==> src/hdl/plc_map.svh <==
// Register map, field positions and reset values of the programmable logic cell
//
// Function
// - In normal mode the four-input table gives any Boolean function of its inputs, chosen by the mask.
// - In arithmetic mode the table splits into a three-input sum table and a three-input carry table.
// - The arithmetic carry-out goes to a neighbour's carry-in and to the status word, never to the combinational or register outputs.
// - The four-input table holds 16 bits and outputs the bit addressed by its four inputs.
// - Mask bit index is the input combination with D as the most and A as the least significant bit.
// - In arithmetic mode mask bits 7..0 give the sum and bits 15..8 give the carry.
// - In synchronous mode the register honours sync load and sync clear, clear first; with neither active it takes its normal data path.
// - With cascade enabled the register takes its data from the cascade-in of the cell above.
// - The adaptive cell has top and bottom six-input tables, each with a 64-bit mask.
// - In extended mode both tables are five-input functions sharing five inputs, two more (input_f, ext_sel) select.
// - Adaptive arithmetic uses two pairs of four-input tables and two dedicated full adders.
// - Carry-in feeds the first adder, whose carry feeds the second, whose carry leaves the cell.
// - Adaptive arithmetic results may be output registered, unregistered, or both.
// - The four-input cell register may load from its own table or from an independent input.
`ifndef PLC_MAP_SVH
`define PLC_MAP_SVH

// Register byte offsets
`define PLC_CFG_OFS 12'h000
`define PLC_MASK4_OFS 12'h004
`define PLC_MASK_TOP_LO_OFS 12'h008
`define PLC_MASK_TOP_HI_OFS 12'h00c
`define PLC_MASK_BOT_LO_OFS 12'h010
`define PLC_MASK_BOT_HI_OFS 12'h014
`define PLC_STAT_OFS 12'h018

// Configuration field positions
`define PLC_CFG_ARITH 0
`define PLC_CFG_SYNC 1
`define PLC_CFG_LOAD_INV 2
`define PLC_CFG_CLR_INV 3
`define PLC_CFG_CASC 4
`define PLC_CFG_INDEP 5
`define PLC_CFG_AMODE_LO 6
`define PLC_CFG_AMODE_HI 7

// Reset values
`define PLC_CFG_RST 32'h0000_0000
`define PLC_MASK4_RST 16'h0000
`define PLC_MASK6_RST 64'h0000_0000_0000_0000

`endif

==> src/hdl/plc_pkg.sv <==
// Types of the programmable logic cell
package plc_pkg;
	typedef enum logic [1:0] {
		PLC_AM_NORMAL,
		PLC_AM_EXTENDED,
		PLC_AM_ARITH
	} plc_amode_t;

	// Four-input cell pins
	typedef struct packed {
		logic [3:0] data;
		logic carry_in;
		logic cascade_in;
		logic indep_in;
		logic sync_load;
		logic sync_clr;
	} plc_cell_in_t;

	// Adaptive cell pins, data[5:0] are inputs A..input_f, ext_sel is the seventh
	typedef struct packed {
		logic [5:0] data;
		logic ext_sel;
		logic carry_in;
	} plc_acell_in_t;

	typedef struct packed {
		logic [1:0] sum_comb;
		logic [1:0] sum_reg;
		logic comb_output;
		logic carry_out;
	} plc_acell_out_t;

	// AHB-Lite slave side
	typedef struct packed {
		logic hsel;
		logic [11:0] haddr;
		logic [1:0] htrans;
		logic hwrite;
		logic [2:0] hsize;
		logic hready;
		logic [31:0] hwdata;
	} plc_ahb_req_t;
endpackage

==> src/hdl/plc_cell.sv <==
// Logic cell and adaptive cell with their configuration registers on AHB-Lite
//
// Added by the designer: the placing of the registers and register access over AHB-Lite.
`include "plc_map.svh"

module plc_cell (
	input wire logic clk_sys,
	input wire logic rst,
	input wire logic clk_en,
	input wire plc_pkg::plc_ahb_req_t ahb_req,
	output logic [31:0] hrdata,
	output logic hreadyout,
	output logic hresp,
	input wire plc_pkg::plc_cell_in_t cell_in,
	output logic comb_output,
	output logic reg_output,
	output logic carry_out,
	input wire plc_pkg::plc_acell_in_t acell_in,
	output plc_pkg::plc_acell_out_t acell_out
);
	// Configuration state
	logic [7:0] cfg_r;
	logic [7:0] cfg_nxt;
	logic [15:0] mask4_r;
	logic [15:0] mask4_nxt;
	logic [63:0] mask_top_r;
	logic [63:0] mask_top_nxt;
	logic [63:0] mask_bot_r;
	logic [63:0] mask_bot_nxt;

	// Bus state
	logic wr_pend_r;
	logic wr_pend_nxt;
	logic [11:0] wr_addr_r;
	logic [11:0] wr_addr_nxt;
	logic [31:0] hrdata_r;
	logic [31:0] hrdata_nxt;

	// Register state of both cells
	logic cell_q_r;
	logic cell_q_nxt;
	logic [1:0] asum_q_r;
	logic [1:0] asum_q_nxt;

	// Four-input cell paths
	logic lut_out;
	logic lut_sum;
	logic lut_carry;
	logic [2:0] ab_c;
	logic load_eff;
	logic clr_eff;
	logic reg_d;

	// Adaptive cell paths
	plc_pkg::plc_amode_t amode;
	logic [31:0] top_fn;
	logic [31:0] bot_fn;
	logic [3:0] top_q;
	logic [3:0] bot_q;
	logic [1:0] adder_c;
	logic [1:0] adder_s;
	logic acell_comb;
	logic acell_carry;

	// Bus decode
	logic ahb_go;
	logic [31:0] stat_word;

	// Bus accepts every transfer with no wait state, always OKAY
	assign hreadyout = 1'b1;
	assign hresp = 1'b0;
	assign hrdata = hrdata_r;
	assign ahb_go = ahb_req.hsel && ahb_req.htrans[1] && ahb_req.hready;

	// Status word of live cell outputs
	assign stat_word = {24'h00_0000, 2'b00, acell_carry, acell_comb, carry_out, comb_output,
		cell_q_r, asum_q_r[0]};

	// Mode decode of the adaptive cell
	always_comb
	begin
		if (cfg_r[`PLC_CFG_AMODE_HI])
			amode = plc_pkg::PLC_AM_ARITH;
		else if (cfg_r[`PLC_CFG_AMODE_LO])
			amode = plc_pkg::PLC_AM_EXTENDED;
		else
			amode = plc_pkg::PLC_AM_NORMAL;
	end

	// Four-input table, D is the top index bit
	always_comb
	begin
		ab_c = {cell_in.carry_in, cell_in.data[1], cell_in.data[0]};
		lut_out = mask4_r[cell_in.data];
		lut_sum = mask4_r[{1'b0, ab_c}];
		lut_carry = mask4_r[{1'b1, ab_c}];
		comb_output = cfg_r[`PLC_CFG_ARITH] ? lut_sum : lut_out;
		carry_out = cfg_r[`PLC_CFG_ARITH] & lut_carry;
	end

	// Cell register data path and sync controls
	always_comb
	begin
		load_eff = cfg_r[`PLC_CFG_SYNC] & (cell_in.sync_load ^ cfg_r[`PLC_CFG_LOAD_INV]);
		clr_eff = cfg_r[`PLC_CFG_SYNC] & (cell_in.sync_clr ^ cfg_r[`PLC_CFG_CLR_INV]);
		if (cfg_r[`PLC_CFG_CASC])
			reg_d = cell_in.cascade_in;
		else if (cfg_r[`PLC_CFG_INDEP])
			reg_d = cell_in.indep_in;
		else
			reg_d = comb_output;
		cell_q_nxt = cell_q_r;
		if (clr_eff)
			cell_q_nxt = 1'b0;
		else if (load_eff)
			cell_q_nxt = cell_in.data[2];
		else
			cell_q_nxt = reg_d;
	end
	assign reg_output = cell_q_r;

	// Four-input quarters of both six-input tables, one per value of inputs e and f
	genvar q;
	generate
		for (q = 0; q < 4; q++)
		begin : g_quarter
			assign top_q[q] = mask_top_r[{2'(q), acell_in.data[3:0]}];
			assign bot_q[q] = mask_bot_r[{2'(q), acell_in.data[3:0]}];
		end
	endgenerate

	// Five-input halves for extended mode, input_f picks the half
	always_comb
	begin
		top_fn = acell_in.data[5] ? mask_top_r[63:32] : mask_top_r[31:0];
		bot_fn = acell_in.data[5] ? mask_bot_r[63:32] : mask_bot_r[31:0];
	end

	// Two table pairs feed two chained full adders, idle outside arithmetic mode
	always_comb
	begin
		adder_s = 2'b00;
		adder_c = 2'b00;
		if (amode == plc_pkg::PLC_AM_ARITH)
		begin
			{adder_c[0], adder_s[0]} = 2'(top_q[0]) + 2'(top_q[1])
				+ 2'(acell_in.carry_in);
			{adder_c[1], adder_s[1]} = 2'(bot_q[0]) + 2'(bot_q[1])
				+ 2'(adder_c[0]);
		end
	end

	// Output select of the adaptive cell
	always_comb
	begin
		acell_comb = 1'b0;
		acell_carry = 1'b0;
		case (amode)
			plc_pkg::PLC_AM_NORMAL:
				acell_comb = mask_top_r[acell_in.data];
			plc_pkg::PLC_AM_EXTENDED:
				acell_comb = acell_in.ext_sel ? bot_fn[acell_in.data[4:0]]
					: top_fn[acell_in.data[4:0]];
			default:
			begin
				acell_comb = adder_s[0];
				acell_carry = adder_c[1];
			end
		endcase
	end

	// Registered and unregistered sums side by side
	always_comb
	begin
		acell_out.sum_comb = adder_s;
		acell_out.sum_reg = asum_q_r;
		acell_out.comb_output = acell_comb;
		acell_out.carry_out = acell_carry;
		asum_q_nxt = adder_s;
	end

	// Register file next values, write lands in the data phase
	always_comb
	begin
		cfg_nxt = cfg_r;
		mask4_nxt = mask4_r;
		mask_top_nxt = mask_top_r;
		mask_bot_nxt = mask_bot_r;
		hrdata_nxt = hrdata_r;
		wr_pend_nxt = ahb_go && ahb_req.hwrite;
		wr_addr_nxt = ahb_req.haddr;
		if (wr_pend_r)
		begin
			if (wr_addr_r == `PLC_CFG_OFS)
				cfg_nxt = ahb_req.hwdata[7:0];
			else if (wr_addr_r == `PLC_MASK4_OFS)
				mask4_nxt = ahb_req.hwdata[15:0];
			else if (wr_addr_r == `PLC_MASK_TOP_LO_OFS)
				mask_top_nxt[31:0] = ahb_req.hwdata;
			else if (wr_addr_r == `PLC_MASK_TOP_HI_OFS)
				mask_top_nxt[63:32] = ahb_req.hwdata;
			else if (wr_addr_r == `PLC_MASK_BOT_LO_OFS)
				mask_bot_nxt[31:0] = ahb_req.hwdata;
			else if (wr_addr_r == `PLC_MASK_BOT_HI_OFS)
				mask_bot_nxt[63:32] = ahb_req.hwdata;
		end
		if (ahb_go && !ahb_req.hwrite)
		begin
			if (ahb_req.haddr == `PLC_CFG_OFS)
				hrdata_nxt = {24'h00_0000, cfg_r};
			else if (ahb_req.haddr == `PLC_MASK4_OFS)
				hrdata_nxt = {16'h0000, mask4_r};
			else if (ahb_req.haddr == `PLC_MASK_TOP_LO_OFS)
				hrdata_nxt = mask_top_r[31:0];
			else if (ahb_req.haddr == `PLC_MASK_TOP_HI_OFS)
				hrdata_nxt = mask_top_r[63:32];
			else if (ahb_req.haddr == `PLC_MASK_BOT_LO_OFS)
				hrdata_nxt = mask_bot_r[31:0];
			else if (ahb_req.haddr == `PLC_MASK_BOT_HI_OFS)
				hrdata_nxt = mask_bot_r[63:32];
			else if (ahb_req.haddr == `PLC_STAT_OFS)
				hrdata_nxt = stat_word;
			else
				hrdata_nxt = 32'h0000_0000;
		end
	end

	// Configuration state, frozen while the clock enable is low
	always_ff @(posedge clk_sys)
	begin
		if (rst)
		begin
			cfg_r <= 8'(`PLC_CFG_RST);
			mask4_r <= `PLC_MASK4_RST;
			mask_top_r <= `PLC_MASK6_RST;
			mask_bot_r <= `PLC_MASK6_RST;
		end
		else if (clk_en)
		begin
			cfg_r <= cfg_nxt;
			mask4_r <= mask4_nxt;
			mask_top_r <= mask_top_nxt;
			mask_bot_r <= mask_bot_nxt;
		end
	end

	// Bus state, frozen with the rest so a stalled bus keeps its phase
	always_ff @(posedge clk_sys)
	begin
		if (rst)
		begin
			wr_pend_r <= 1'b0;
			wr_addr_r <= 12'h000;
			hrdata_r <= 32'h0000_0000;
		end
		else if (clk_en)
		begin
			wr_pend_r <= wr_pend_nxt;
			wr_addr_r <= wr_addr_nxt;
			hrdata_r <= hrdata_nxt;
		end
	end

	// Four-input cell register
	always_ff @(posedge clk_sys)
	begin
		if (rst)
			cell_q_r <= 1'b0;
		else if (clk_en)
			cell_q_r <= cell_q_nxt;
	end

	// Adaptive cell sum registers
	always_ff @(posedge clk_sys)
	begin
		if (rst)
			asum_q_r <= 2'b00;
		else if (clk_en)
			asum_q_r <= asum_q_nxt;
	end
endmodule

==> config.mk <==
export PLATFORM = sky130hd
export DESIGN_NAME = plc_cell
export DESIGN_NICKNAME = d
export VERILOG_FILES = /design/src/hdl/plc_pkg.sv /design/src/hdl/plc_cell.sv
export VERILOG_INCLUDE_DIRS = /design/src /design/src/hdl
export SDC_FILE = /design/constraint.sdc
export NUM_CORES = 1
export LEC_CHECK = 0
export BUFFER_PORTS_ARGS = -buffer_cell sky130_fd_sc_hd__buf_2
export CAP_MARGIN = 25
export CORE_MARGIN = 1.5
export CORE_UTILIZATION = 35
export DETAILED_ROUTE_END_ITERATION = 12
export PLACE_DENSITY = 0.52
export SLEW_MARGIN = 40
export SYNTH_ARGS = -nofsm -noshare
export SYNTH_HDL_FRONTEND = slang
export SYNTH_SLANG_ARGS = --single-unit
==> constraint.sdc <==
create_clock -name clk_sys -period 6.8 [get_ports clk_sys]
set_input_delay 0.68 -clock clk_sys [delete_from_list [all_inputs] [get_ports clk_sys]]
set_output_delay 0.68 -clock clk_sys [all_outputs]
set_load 0.01 [all_outputs]
---- Yosys cells after proc, flatten, opt, wreduce, memory -nomap -nowiden ----
Cells that the tools add are included.
cells by class
  $add $sub $neg .......................... 4
  multiply operators ...................... 0
  div/mod/pow operators ................... 0
  magnitude comparators ................... 7
  equal/unequal tests ..................... 13
  shift operators ......................... 0
  mux-type cells .......................... 41
  bitwise operators ....................... 10
  reduce and logical (&&, ||, !) cells .... 16
operators with widths
  operator                                                    number
  two-way mux 32 bit                                          8
  == test 12 x 5 -> 1 bit, second input constant              5
  == test 12 x 4 -> 1 bit, second input constant              4
  == test 12 x 3 -> 1 bit, second input constant              2
  logical NOT 12 bit                                          2
  binary-select mux 1 bit (select 4 bit)                      5
  two-way mux 1 bit                                           18
  binary-select mux 1 bit (select 5 bit)                      2
  less-than comparator 4 x 5 -> 1 bit, second input constant  2
  AND reduction 8 bit                                         1
  less-than comparator 4 x 7 -> 1 bit, second input constant  1
  less-than comparator 5 x 7 -> 1 bit, second input constant  1
  less-than comparator 6 x 7 -> 1 bit, second input constant  1
  AND reduction 7 bit                                         1
  binary-select mux 1 bit (select 3 bit)                      2
  binary-select mux 1 bit (select 6 bit)                      1
  less-than comparator 5 x 6 -> 1 bit, second input constant  1
  two-way mux 2 bit                                           3
  two-way mux 6 bit                                           1
  AND reduction 6 bit                                         1
  less-than comparator 3 x 5 -> 1 bit, second input constant  1
  inverter 1 bit                                              5
  AND reduction 5 bit                                         1
  adder 1 x 1 -> 2 bit                                        2
  13 further kinds                                            20
storage, ports and cells
  flip-flop bits (word level) ............. 200
  latch bits .............................. 0
  memory bits (writable) .................. 0
  memory bits (read-only) ................. 0
  input bits .............................. 72
  output and inout bits ................... 43
  logic and storage cells ................. 102
  memories ................................ 0

---- Logic depth before layout (Yosys ltp) ----
Gate-level depths: netlist (run 1).
  word-level depth ........................ 14
  depth in mapped cells ................... 14
  gate-level depth less buffers ........... 12

---- Worst setup path after synthesis (run 1) ----
Ideal clock, no wire load.
  path kind ............................... input to output
  start ................................... input acell_in[3] in the netlist's numbering
  end ..................................... output acell_out[1] in the netlist's numbering
  data arrival time ....................... 3.188 ns
  data required time ...................... 6.120 ns
  slack ................................... 2.932 ns
  stages on the path ...................... 13
  path buffers ............................ 3
  path through ............................ buf_6 buf_12 mux4_1 mux2i_1 nand2_1 nand2_1 fa_1 nor2b_1 and3b_1 o21ai_1 a21oi_1 a311oi_2 buf_4
RTL lines
  item         RTL line        RTL
  from (decl)  plc_cell.sv:18  input wire plc_pkg::plc_acell_in_t acell_in,
  to (decl)    plc_cell.sv:19  output plc_pkg::plc_acell_out_t acell_out

==> flow_metrics.tcl, run 1 <==
set metrics [dict create \
    status "complete, no violations" \
    antenna_cells 0 \
    postRouteAntennaNets 0 \
    dieArea_um2 30400 \
    fin_crit_ns 4.69 \
    sw_frac_of_total 0.252 \
    r2r-end "hrdata[4]$_SDFFE_PP0P_" \
    place_area_um2 11000 \
    ys_top_cells_by_count "nor2_1 (208), dfxtp_1 (200), mux2i_1 (195)" \
    worstSetupStartpointType "input pin" \
    grt_usage 0.203 \
    max_freq_mhz 213 \
    setup_viol_count_final 0 \
    core_area_um2 28900 \
    clock_latency_ns 0.44 \
    die_y_um 174 \
    tritoncts "yes" \
    post-route-cell-area_um2 11600 \
    path_class "input pin to primary output" \
    syn_inst 992 \
    rsz0062_at_grt "no" \
    ys_seq_elements 200 \
    hold_buffers 0 \
    cap_violations 0 \
    reg2reg_slack_ns 3.65 \
    hold_depth 2 \
    dp_hpwl_mm 20.6 \
    final_cell_count_no_fill 1447 \
    fillCellCount 2874 \
    synth_largest_area_cell "dfxtp_1" \
    hp-start "hrdata[0]$_SDFFE_PP0P_" \
    initial_core_util 0.357 \
    drive_gt1_frac 0.214 \
    routed_wl_mm 30.9 \
    setup_slack_ns 2.11 \
    vias_per_cell 5.59 \
    yosysMostFrequentCell "nor2_1" \
    synth_edf_count 0 \
    drt_iter0_drc 746 \
    hold_path_end "hrdata[0]$_SDFFE_PP0P_" \
    syn_area_um2 10300 \
    hold_ws_ns 0.467 \
    synth_warnings 0 \
    nets 1124 \
    cp.required_ns 6.12 \
    critPathCaptureType "primary output" \
    syn_area_per_cell_um2 10.4 \
    final.setup.tns_ns 0 \
    grt_overflow 0 \
    cts_made_buffers 17 \
    clock-sinks 200 \
    powerDensity_nw_per_um2 206 \
    rr_startpoint "mask_top_r[27]$_SDFFE_PP0P_" \
    post-cts-setup-buffer-count 0 \
    synth_ff_type "dfxtp_1" \
    globalplace.congestion 0.818 \
    critPathArrivalTime_ns 4.01 \
    grt_max_degree 114 \
    fin_crit_sh 0.689 \
    synth.distinct_cells 59 \
    ir_drop_uv 168 \
    die_w_um 174 \
    seqPwrFrac 0.494 \
    placedCellCount 1415 \
    cp_max_fo 36 \
    synth_top_area_share 0.389 \
    p_comb_frac 0.064 \
    hold_viol_final 0 \
    numPortBuffers 108 \
    drtPass1Iterations 5 \
    syn_nets 1066 \
    grt_pass1_vias 7885 \
    final_util 0.403 \
    drt-wirelength-per-cell_um 21.3 \
    clockBufferDepth 2 \
    synth.area.top_cells "dfxtp_1 (39%), mux2i_1 (19%), mux4_2 (8.3%)" \
    cts_resized 0 \
    synthArstFlopShare 0 \
    cts-root-buf "clkbuf_16" \
    min_path_type "flop to flop" \
    slew_headroom 0.473 \
    via_count 8094 \
    area_delta_synth_final_pct 12.9 \
    switching_power_mw 0.603 \
    p_leak_nw 4.68 \
    clkPwrFrac 0.443 \
    total_power_mw 2.40 \
    grt_pass1_wl_mm 47.5 \
    antenna_found_initial 0 \
    worst_slew_pin_slew_ns 0.790 \
    report.final.slew_viol_count 0 \
    yosysSeqAreaShare 0.389 \
    num_io_pins 115 \
    clk_pin_slew_ns 0.08 \
    worstRegToRegCells 11 \
    skew_ns 0.0110 \
    route.detailed.drc 0 \
    rows 62 \
    p_int_mw 1.79 \
    htreeDepth 4 \
    dp_slack_ns 2.11 \
]
==> worst max-delay path: stages <==
cell      delay (ns)
buf_4           0.43
mux4_1          0.62
mux2i_1         0.23
nor2_1          0.09
nor2_1          0.16
fa_1            0.45
nor2b_1         0.33
and3b_1         0.23
o21ai_1         0.07
a21oi_1         0.07
a311oi_2        0.41
buf_2           0.23
==> sequential cells by signal (all words and copies together) (netlist names) <==
| name | count |
|---|---|
| wr_pend_r | 1 |
| mask4_r | 16 |
| mask_bot_r | 64 |
| mask_top_r | 64 |
| cfg_r | 8 |
| reg_output | 1 |
| hrdata | 32 |
| wr_addr_r | 12 |
| asum_q_r | 2 |
==> layout make-up <==
type,count,area (µm²),share of cell area
Sequential cell,200,4000,0.344
Multi-Input combinational cell,703,5870,0.505
Timing Repair Buffer,120,646,0.0555
Clock inverter,14,161,0.0139
Inverter,8,30.0,0.00258
Clock buffer,18,439,0.0378
Tap cell,384,480,0.0413
==> how the worst max path moves through the flow <==
stage              endpoint  slack (ns)        start  cells past startpoint
2_1_floorplan  acell_out[1]        2.93  acell_in[3]                     13
3_3_place_gp   acell_out[1]        1.83  acell_in[3]                     13
3_5_place_dp   acell_out[1]        2.11  acell_in[3]                     13
4_1_cts        acell_out[1]        2.11  acell_in[3]                     12
5_1_grt        acell_out[1]        1.86  acell_in[3]                     13
6_report       acell_out[1]        2.11  acell_in[3]                     12
==> cells in the final DEF (no fill, tap or decap), types with 3 or more instances in the layout <==
master,n
nor2b_1,5
mux2_2,24
o22ai_1,5
dfxtp_1,200
a222oi_1,16
buf_2,106
and2_1,3
mux4_1,17
a22o_1,8
nor3b_1,3
inv_1,8
buf_4,12
nand2_1,42
a211oi_1,17
nor3_1,10
nor2_1,204
nand3_1,7
mux2i_1,195
clkbuf_16,17
a221oi_1,9
inv_6,4
o221ai_1,5
a22oi_1,8
nand3b_1,5
a311oi_1,9
clkinvlp_4,4
mux4_2,38
and3_1,4
a21oi_1,20
==> logic make-up (layout without fill, tap and decap cells) <==
logic type / after synthesis / count (layout) / share of synthesized area
multiplexers: 274 / 274 / 0.342
buffers and inverters: 89 / 160 / 0.0458
other: 2 / 2 / 0.000730
flip-flops: 200 / 200 / 0.389
adder cells (fa/ha/maj): 2 / 2 / 0.00389
XOR/XNOR: 2 / 2 / 0.00170
AO/OA/AOI/OAI: 115 / 115 / 0.0872
AND/OR/NAND/NOR: 308 / 308 / 0.129
==> per-layer routing <==
metal,share of wire,global-route usage
met4,0.020,0.0680
met5,0,0
met2,0.46,0.321
met3,0.045,0.0236
met1,0.48,0.286
==> power groups by stage <==
stage	sequential, mW	combinational, mW	clock, mW
finish	1.18	0.152	1.06
global route	1.18	0.164	1.13
CTS	1.18	0.153	1.09
global placement	1.21	0.151	0
detailed placement	1.21	0.153	0
floorplan	1.21	0.0942	0
(Power assumes the default switching activity.)
==> inputs of run 2 (changes only) <==
- clock period: 6.8 -> 4.32 ns (I/O delays scaled with it)
==> flow_metrics.tcl, run 2 (synthesized netlist as in run 1, its figures left out) <==
set metrics [dict create \
    grt_overflow 0 \
    clockBufferDepth 2 \
    nets 1132 \
    drtPass1Iterations 5 \
    numPortBuffers 108 \
    fin_crit_ns 4.05 \
    hold_viol_final 0 \
    critPathCaptureType "primary output" \
    final_cell_count_no_fill 1457 \
    drt-wirelength-per-cell_um 21.3 \
    core_area_um2 28900 \
    dp_hpwl_mm 21.5 \
    min_path_type "input pin to flop" \
    clk_pin_slew_ns 0.07 \
    switching_power_mw 0.913 \
    critPathMaxStageDelay_ns 0.62 \
    status "complete, no violations" \
    cap_violations 0 \
    cts_made_buffers 17 \
    cts_resized 0 \
    final.setup.tns_ns 0 \
    crit_chain "buf_2, mux4_1, mux2i_1, nor2_1, nor2_1, fa_1, nor2b_1, nor3b_1, nand3_1, a21o_1, nor4_1, a311oi_2, buf_2" \
    dieArea_um2 30400 \
    drive_gt1_frac 0.218 \
    report.final.slew_viol_count 0 \
    path_class "input pin to primary output" \
    worst_slew_pin_slew_ns 0.840 \
    initial_core_util 0.357 \
    route.detailed.drc 0 \
    seqPwrFrac 0.497 \
    skew_ns 0.0118 \
    sw_frac_of_total 0.244 \
    cts-root-buf "clkbuf_16" \
    layout_common_cells "nor2_1 (204), dfxtp_1 (200), mux2i_1 (195)" \
    routed_wl_mm 31.1 \
    clock_latency_ns 0.43 \
    via_count 8140 \
    crit_buf_inv 2 \
    rows 62 \
    max_freq_mhz 247 \
    powerDensity_nw_per_um2 321 \
    placedCellCount 1423 \
    grt_max_degree 75 \
    die_y_um 174 \
    setup_viol_count_final 0 \
    p_comb_frac 0.064 \
    grt_pass1_wl_mm 48.5 \
    clkPwrFrac 0.439 \
    drt_iter0_drc 746 \
    cp.required_ns 3.89 \
    critPathArrivalTime_ns 3.62 \
    die_w_um 174 \
    htreeDepth 4 \
    postRouteAntennaNets 0 \
    p_int_mw 2.84 \
    layout_commonest_cell "nor2_1" \
    post-cts-setup-buffer-count 0 \
    hold_buffers 0 \
    slew_headroom 0.439 \
    area_delta_synth_final_pct 13.5 \
    worstSetupStartpointType "input pin" \
    ir_drop_uv 256 \
    antenna_found_initial 2 \
    num_io_pins 115 \
    tritoncts "yes" \
    cp_max_fo 20 \
    vias_per_cell 5.59 \
    grt_usage 0.208 \
    grt_pass1_vias 7829 \
    cpLargestDelayFamily "multiplexers" \
    clock-sinks 200 \
    globalplace.congestion 0.850 \
    p_leak_nw 4.72 \
    rsz0062_at_grt "no" \
    cpMaxStageDelayCell "mux4_1" \
    fin_crit_sh 0.937 \
]
-- run 2: cell type report --
cell class / instances / area (µm²)
Tap cell: 384 / 480
Clock inverter: 12 / 140
Antenna cell: 2 / 5.00
Inverter: 8 / 30.0
Timing Repair Buffer: 128 / 697
Multi-Input combinational cell: 703 / 5870
Clock buffer: 20 / 457
Fill cell: 2982 / 17200
Sequential cell: 200 / 4000
-- run 2: power groups by stage --
stage	sequential (mW)	clock [mW]	combinational [mW]
after global routing	1.86	1.77	0.260
after floorplan	1.90	0	0.148
after detailed placement	1.90	0	0.242
after CTS	1.86	1.68	0.243
final	1.86	1.65	0.241
after global placement	1.90	0	0.240
-- run 2: metal layers --
layer | share of wire | global-route usage | vias up | wire length (µm)
met1 | 0.48 | 0.296 | 4084 | 14900
li1 | - | - | 3801 | -
met4 | 0.0099 | 0.0506 | 0 | 308
met2 | 0.46 | 0.326 | 237 | 14400
met5 | 0 | 0 | - | 0
met3 | 0.045 | 0.0348 | 18 | 1400
-- run 2: final timing paths --
check	start	to	slack (ns)	cells past startpoint
max	acell_in[3]	acell_out[1]	0.27	13
min reg2reg	hrdata[5]$_SDFFE_PP0P_	hrdata[5]$_SDFFE_PP0P_	0.47	2
min	ahb_req[44]	wr_addr_r[5]$_SDFFE_PP0P_	0.26	3
max reg2reg	mask_top_r[27]$_SDFFE_PP0P_	hrdata[4]$_SDFFE_PP0P_	1.34	12
-- run 2: through the flow --
stage / hold WS [ns] / utilization / power (mW) / instance area [µm²] / worst slack, ns
final: 0.257 / 0.405 / 3.75 / 11700 / 0.273
after global routing: 0.265 / 0.405 / 3.89 / 11700 / 0.0809
after CTS: 0.244 / 0.404 / 3.78 / 11700 / 0.329
after detailed placement: 0.458 / 0.384 / 2.15 / 11100 / 0.326
after global placement: 0.448 / 0.383 / 2.15 / 11100 / 0.351
after floorplan: 0.442 / - / 2.05 / 10300 / 0.948
-- run 2: tightest hold or removal path, delay by kind of cell --
family                 cells  cell delay, ns
buffers and inverters      1            0.09
AND/OR/NAND/NOR            1            0.07
multiplexers               1            0.06
==> inputs of run 3 (changes only) <==
- SKIP_LAST_GASP: unset -> 1
- clock period: 4.32 -> 4 ns (I/O delays scaled with it)
==> flow_metrics.tcl, run 3 (synthesized netlist as in run 1, its figures left out) <==
set metrics [dict create \
    status "complete, no violations" \
    num_io_pins 115 \
    rr_startpoint "mask_top_r[27]$_SDFFE_PP0P_" \
    core_area_um2 28900 \
    fin_crit_ns 3.81 \
    route.detailed.drc 0 \
    grt_usage 0.203 \
    numPortBuffers 108 \
    tritoncts "yes" \
    clock_latency_ns 0.45 \
    rsz0062_at_grt "no" \
    final.setup.tns_ns 0 \
    report.final.slew_viol_count 0 \
    hold_ws_ns 0.213 \
    htreeDepth 4 \
    met2WireLength_mm 13.9 \
    cts_made_buffers 17 \
    grt_pass1_vias 7801 \
    path_class "input pin to primary output" \
    powerDensity_nw_per_um2 341 \
    cap_violations 0 \
    vias_per_cell 5.51 \
    crit_end "acell_out[1]" \
    cts_resized 0 \
    slew_headroom 0.415 \
    grt_pass1_wl_mm 47.9 \
    worst_slew_pin_slew_ns 0.877 \
    grt_max_degree 78 \
    area_delta_synth_final_pct 13.6 \
    post-cts-setup-buffer-count 0 \
    via_count 8062 \
    drive_gt1_frac 0.222 \
    cp.required_ns 3.60 \
    grt_overflow 0 \
    clock-sinks 200 \
    setup_viol_count_final 0 \
    r2r-end "hrdata[4]$_SDFFE_PP0P_" \
    dieArea_um2 30400 \
    antenna_found_initial 1 \
    die_w_um 174 \
    dp_hpwl_mm 21.5 \
    critPathArrivalTime_ns 3.41 \
    cts-root-buf "clkbuf_16" \
    wl_met1_mm 14.8 \
    hold_buffers 0 \
    max_freq_mhz 263 \
    clockBufferDepth 2 \
    postRouteAntennaNets 0 \
    drt_iter0_drc 709 \
    startpoint "acell_in[3]" \
    hold_viol_final 0 \
    min_path_type "input pin to flop" \
    die_y_um 174 \
    cp_max_fo 15 \
    top_layer "met4" \
    routed_wl_mm 30.7 \
    fin_crit_sh 0.952 \
    worstSetupStartpointType "input pin" \
    worstRegToRegCells 12 \
    layout_common_cells "nor2_1 (205), dfxtp_1 (200), mux2i_1 (195)" \
    nets 1139 \
    ir_drop_uv 292 \
    globalplace.congestion 0.858 \
    rows 62 \
    clk_pin_slew_ns 0.08 \
    skew_ns 0.0119 \
    critPathCaptureType "primary output" \
    met3_length_mm 1.50 \
    drt-wirelength-per-cell_um 21.0 \
    drtPass1Iterations 5 \
    initial_core_util 0.357 \
    p_leak_nw 4.74 \
    reg2reg_slack_ns 1.06 \
    fillCellCount 2887 \
    layout_commonest_cell "nor2_1" \
]
## run 3: cell type report
type | count | area (µm²) | share of cell area
multi-input cells | 703 | 5860 | 0.501
flip-flops and latches | 200 | 4000 | 0.343
repair buffers | 135 | 753 | 0.0644
well taps | 384 | 480 | 0.0411
clock buffers | 17 | 425 | 0.0364
clock inverters | 14 | 139 | 0.0119
inverters | 8 | 30.0 | 0.00257
diodes | 1 | 2.50 | 0.000214
## run 3: power breakdown
part	switching (mW)	total, mW	internal, mW
logic	0.166	0.262	0.0957
registers	0.00859	2.01	2.00
clock network	0.839	1.72	0.876
## run 3: worst min path at each step
stage                     depth (start not counted)              startpoint  slack [ns]                         end
after CTS                                         3             ahb_req[44]        0.20   wr_addr_r[5]$_SDFFE_PP0P_
final                                             3             ahb_req[44]        0.21   wr_addr_r[5]$_SDFFE_PP0P_
after floorplan                                   2  wr_pend_r$_SDFFE_PP0P_        0.44      wr_pend_r$_SDFFE_PP0P_
after detailed placement                          2  hrdata[1]$_SDFFE_PP0P_        0.45      hrdata[1]$_SDFFE_PP0P_
after global routing                              3             ahb_req[50]        0.22  wr_addr_r[11]$_SDFFE_PP0P_
after global placement                            2  hrdata[0]$_SDFFE_PP0P_        0.45      hrdata[0]$_SDFFE_PP0P_
## run 3: worst max-delay path: stages
cell	delay, ns
buf_2	0.36
mux4_1	0.61
mux2i_1	0.19
nor2_1	0.08
nor2_1	0.17
fa_1	0.45
nor2b_1	0.21
nor3b_1	0.08
nand3_1	0.07
a21o_1	0.09
nor4_1	0.05
a311oi_2	0.41
buf_2	0.22
## run 3: per-stage QoR
step	cell area [µm²]	util	worst slack (ns)	cells	total power, mW
6_report	11700	0.405	0.192	1462	3.99
5_1_grt	11700	0.405	0.00896	1462	4.14
4_1_cts	11700	0.405	0.219	1461	4.03
3_5_place_dp	11100	0.385	0.229	1430	2.32
3_3_place_gp	11100	0.385	0.218	1430	2.32
2_1_floorplan	10300	-	0.692	992	2.22
## run 3: layer usage
metal  track usage  vias to the layer above
li1              -                     3826
met1         0.291                     3974
met2         0.317                      236
met3        0.0335                       26
met4        0.0563                        0
met5             0                        -
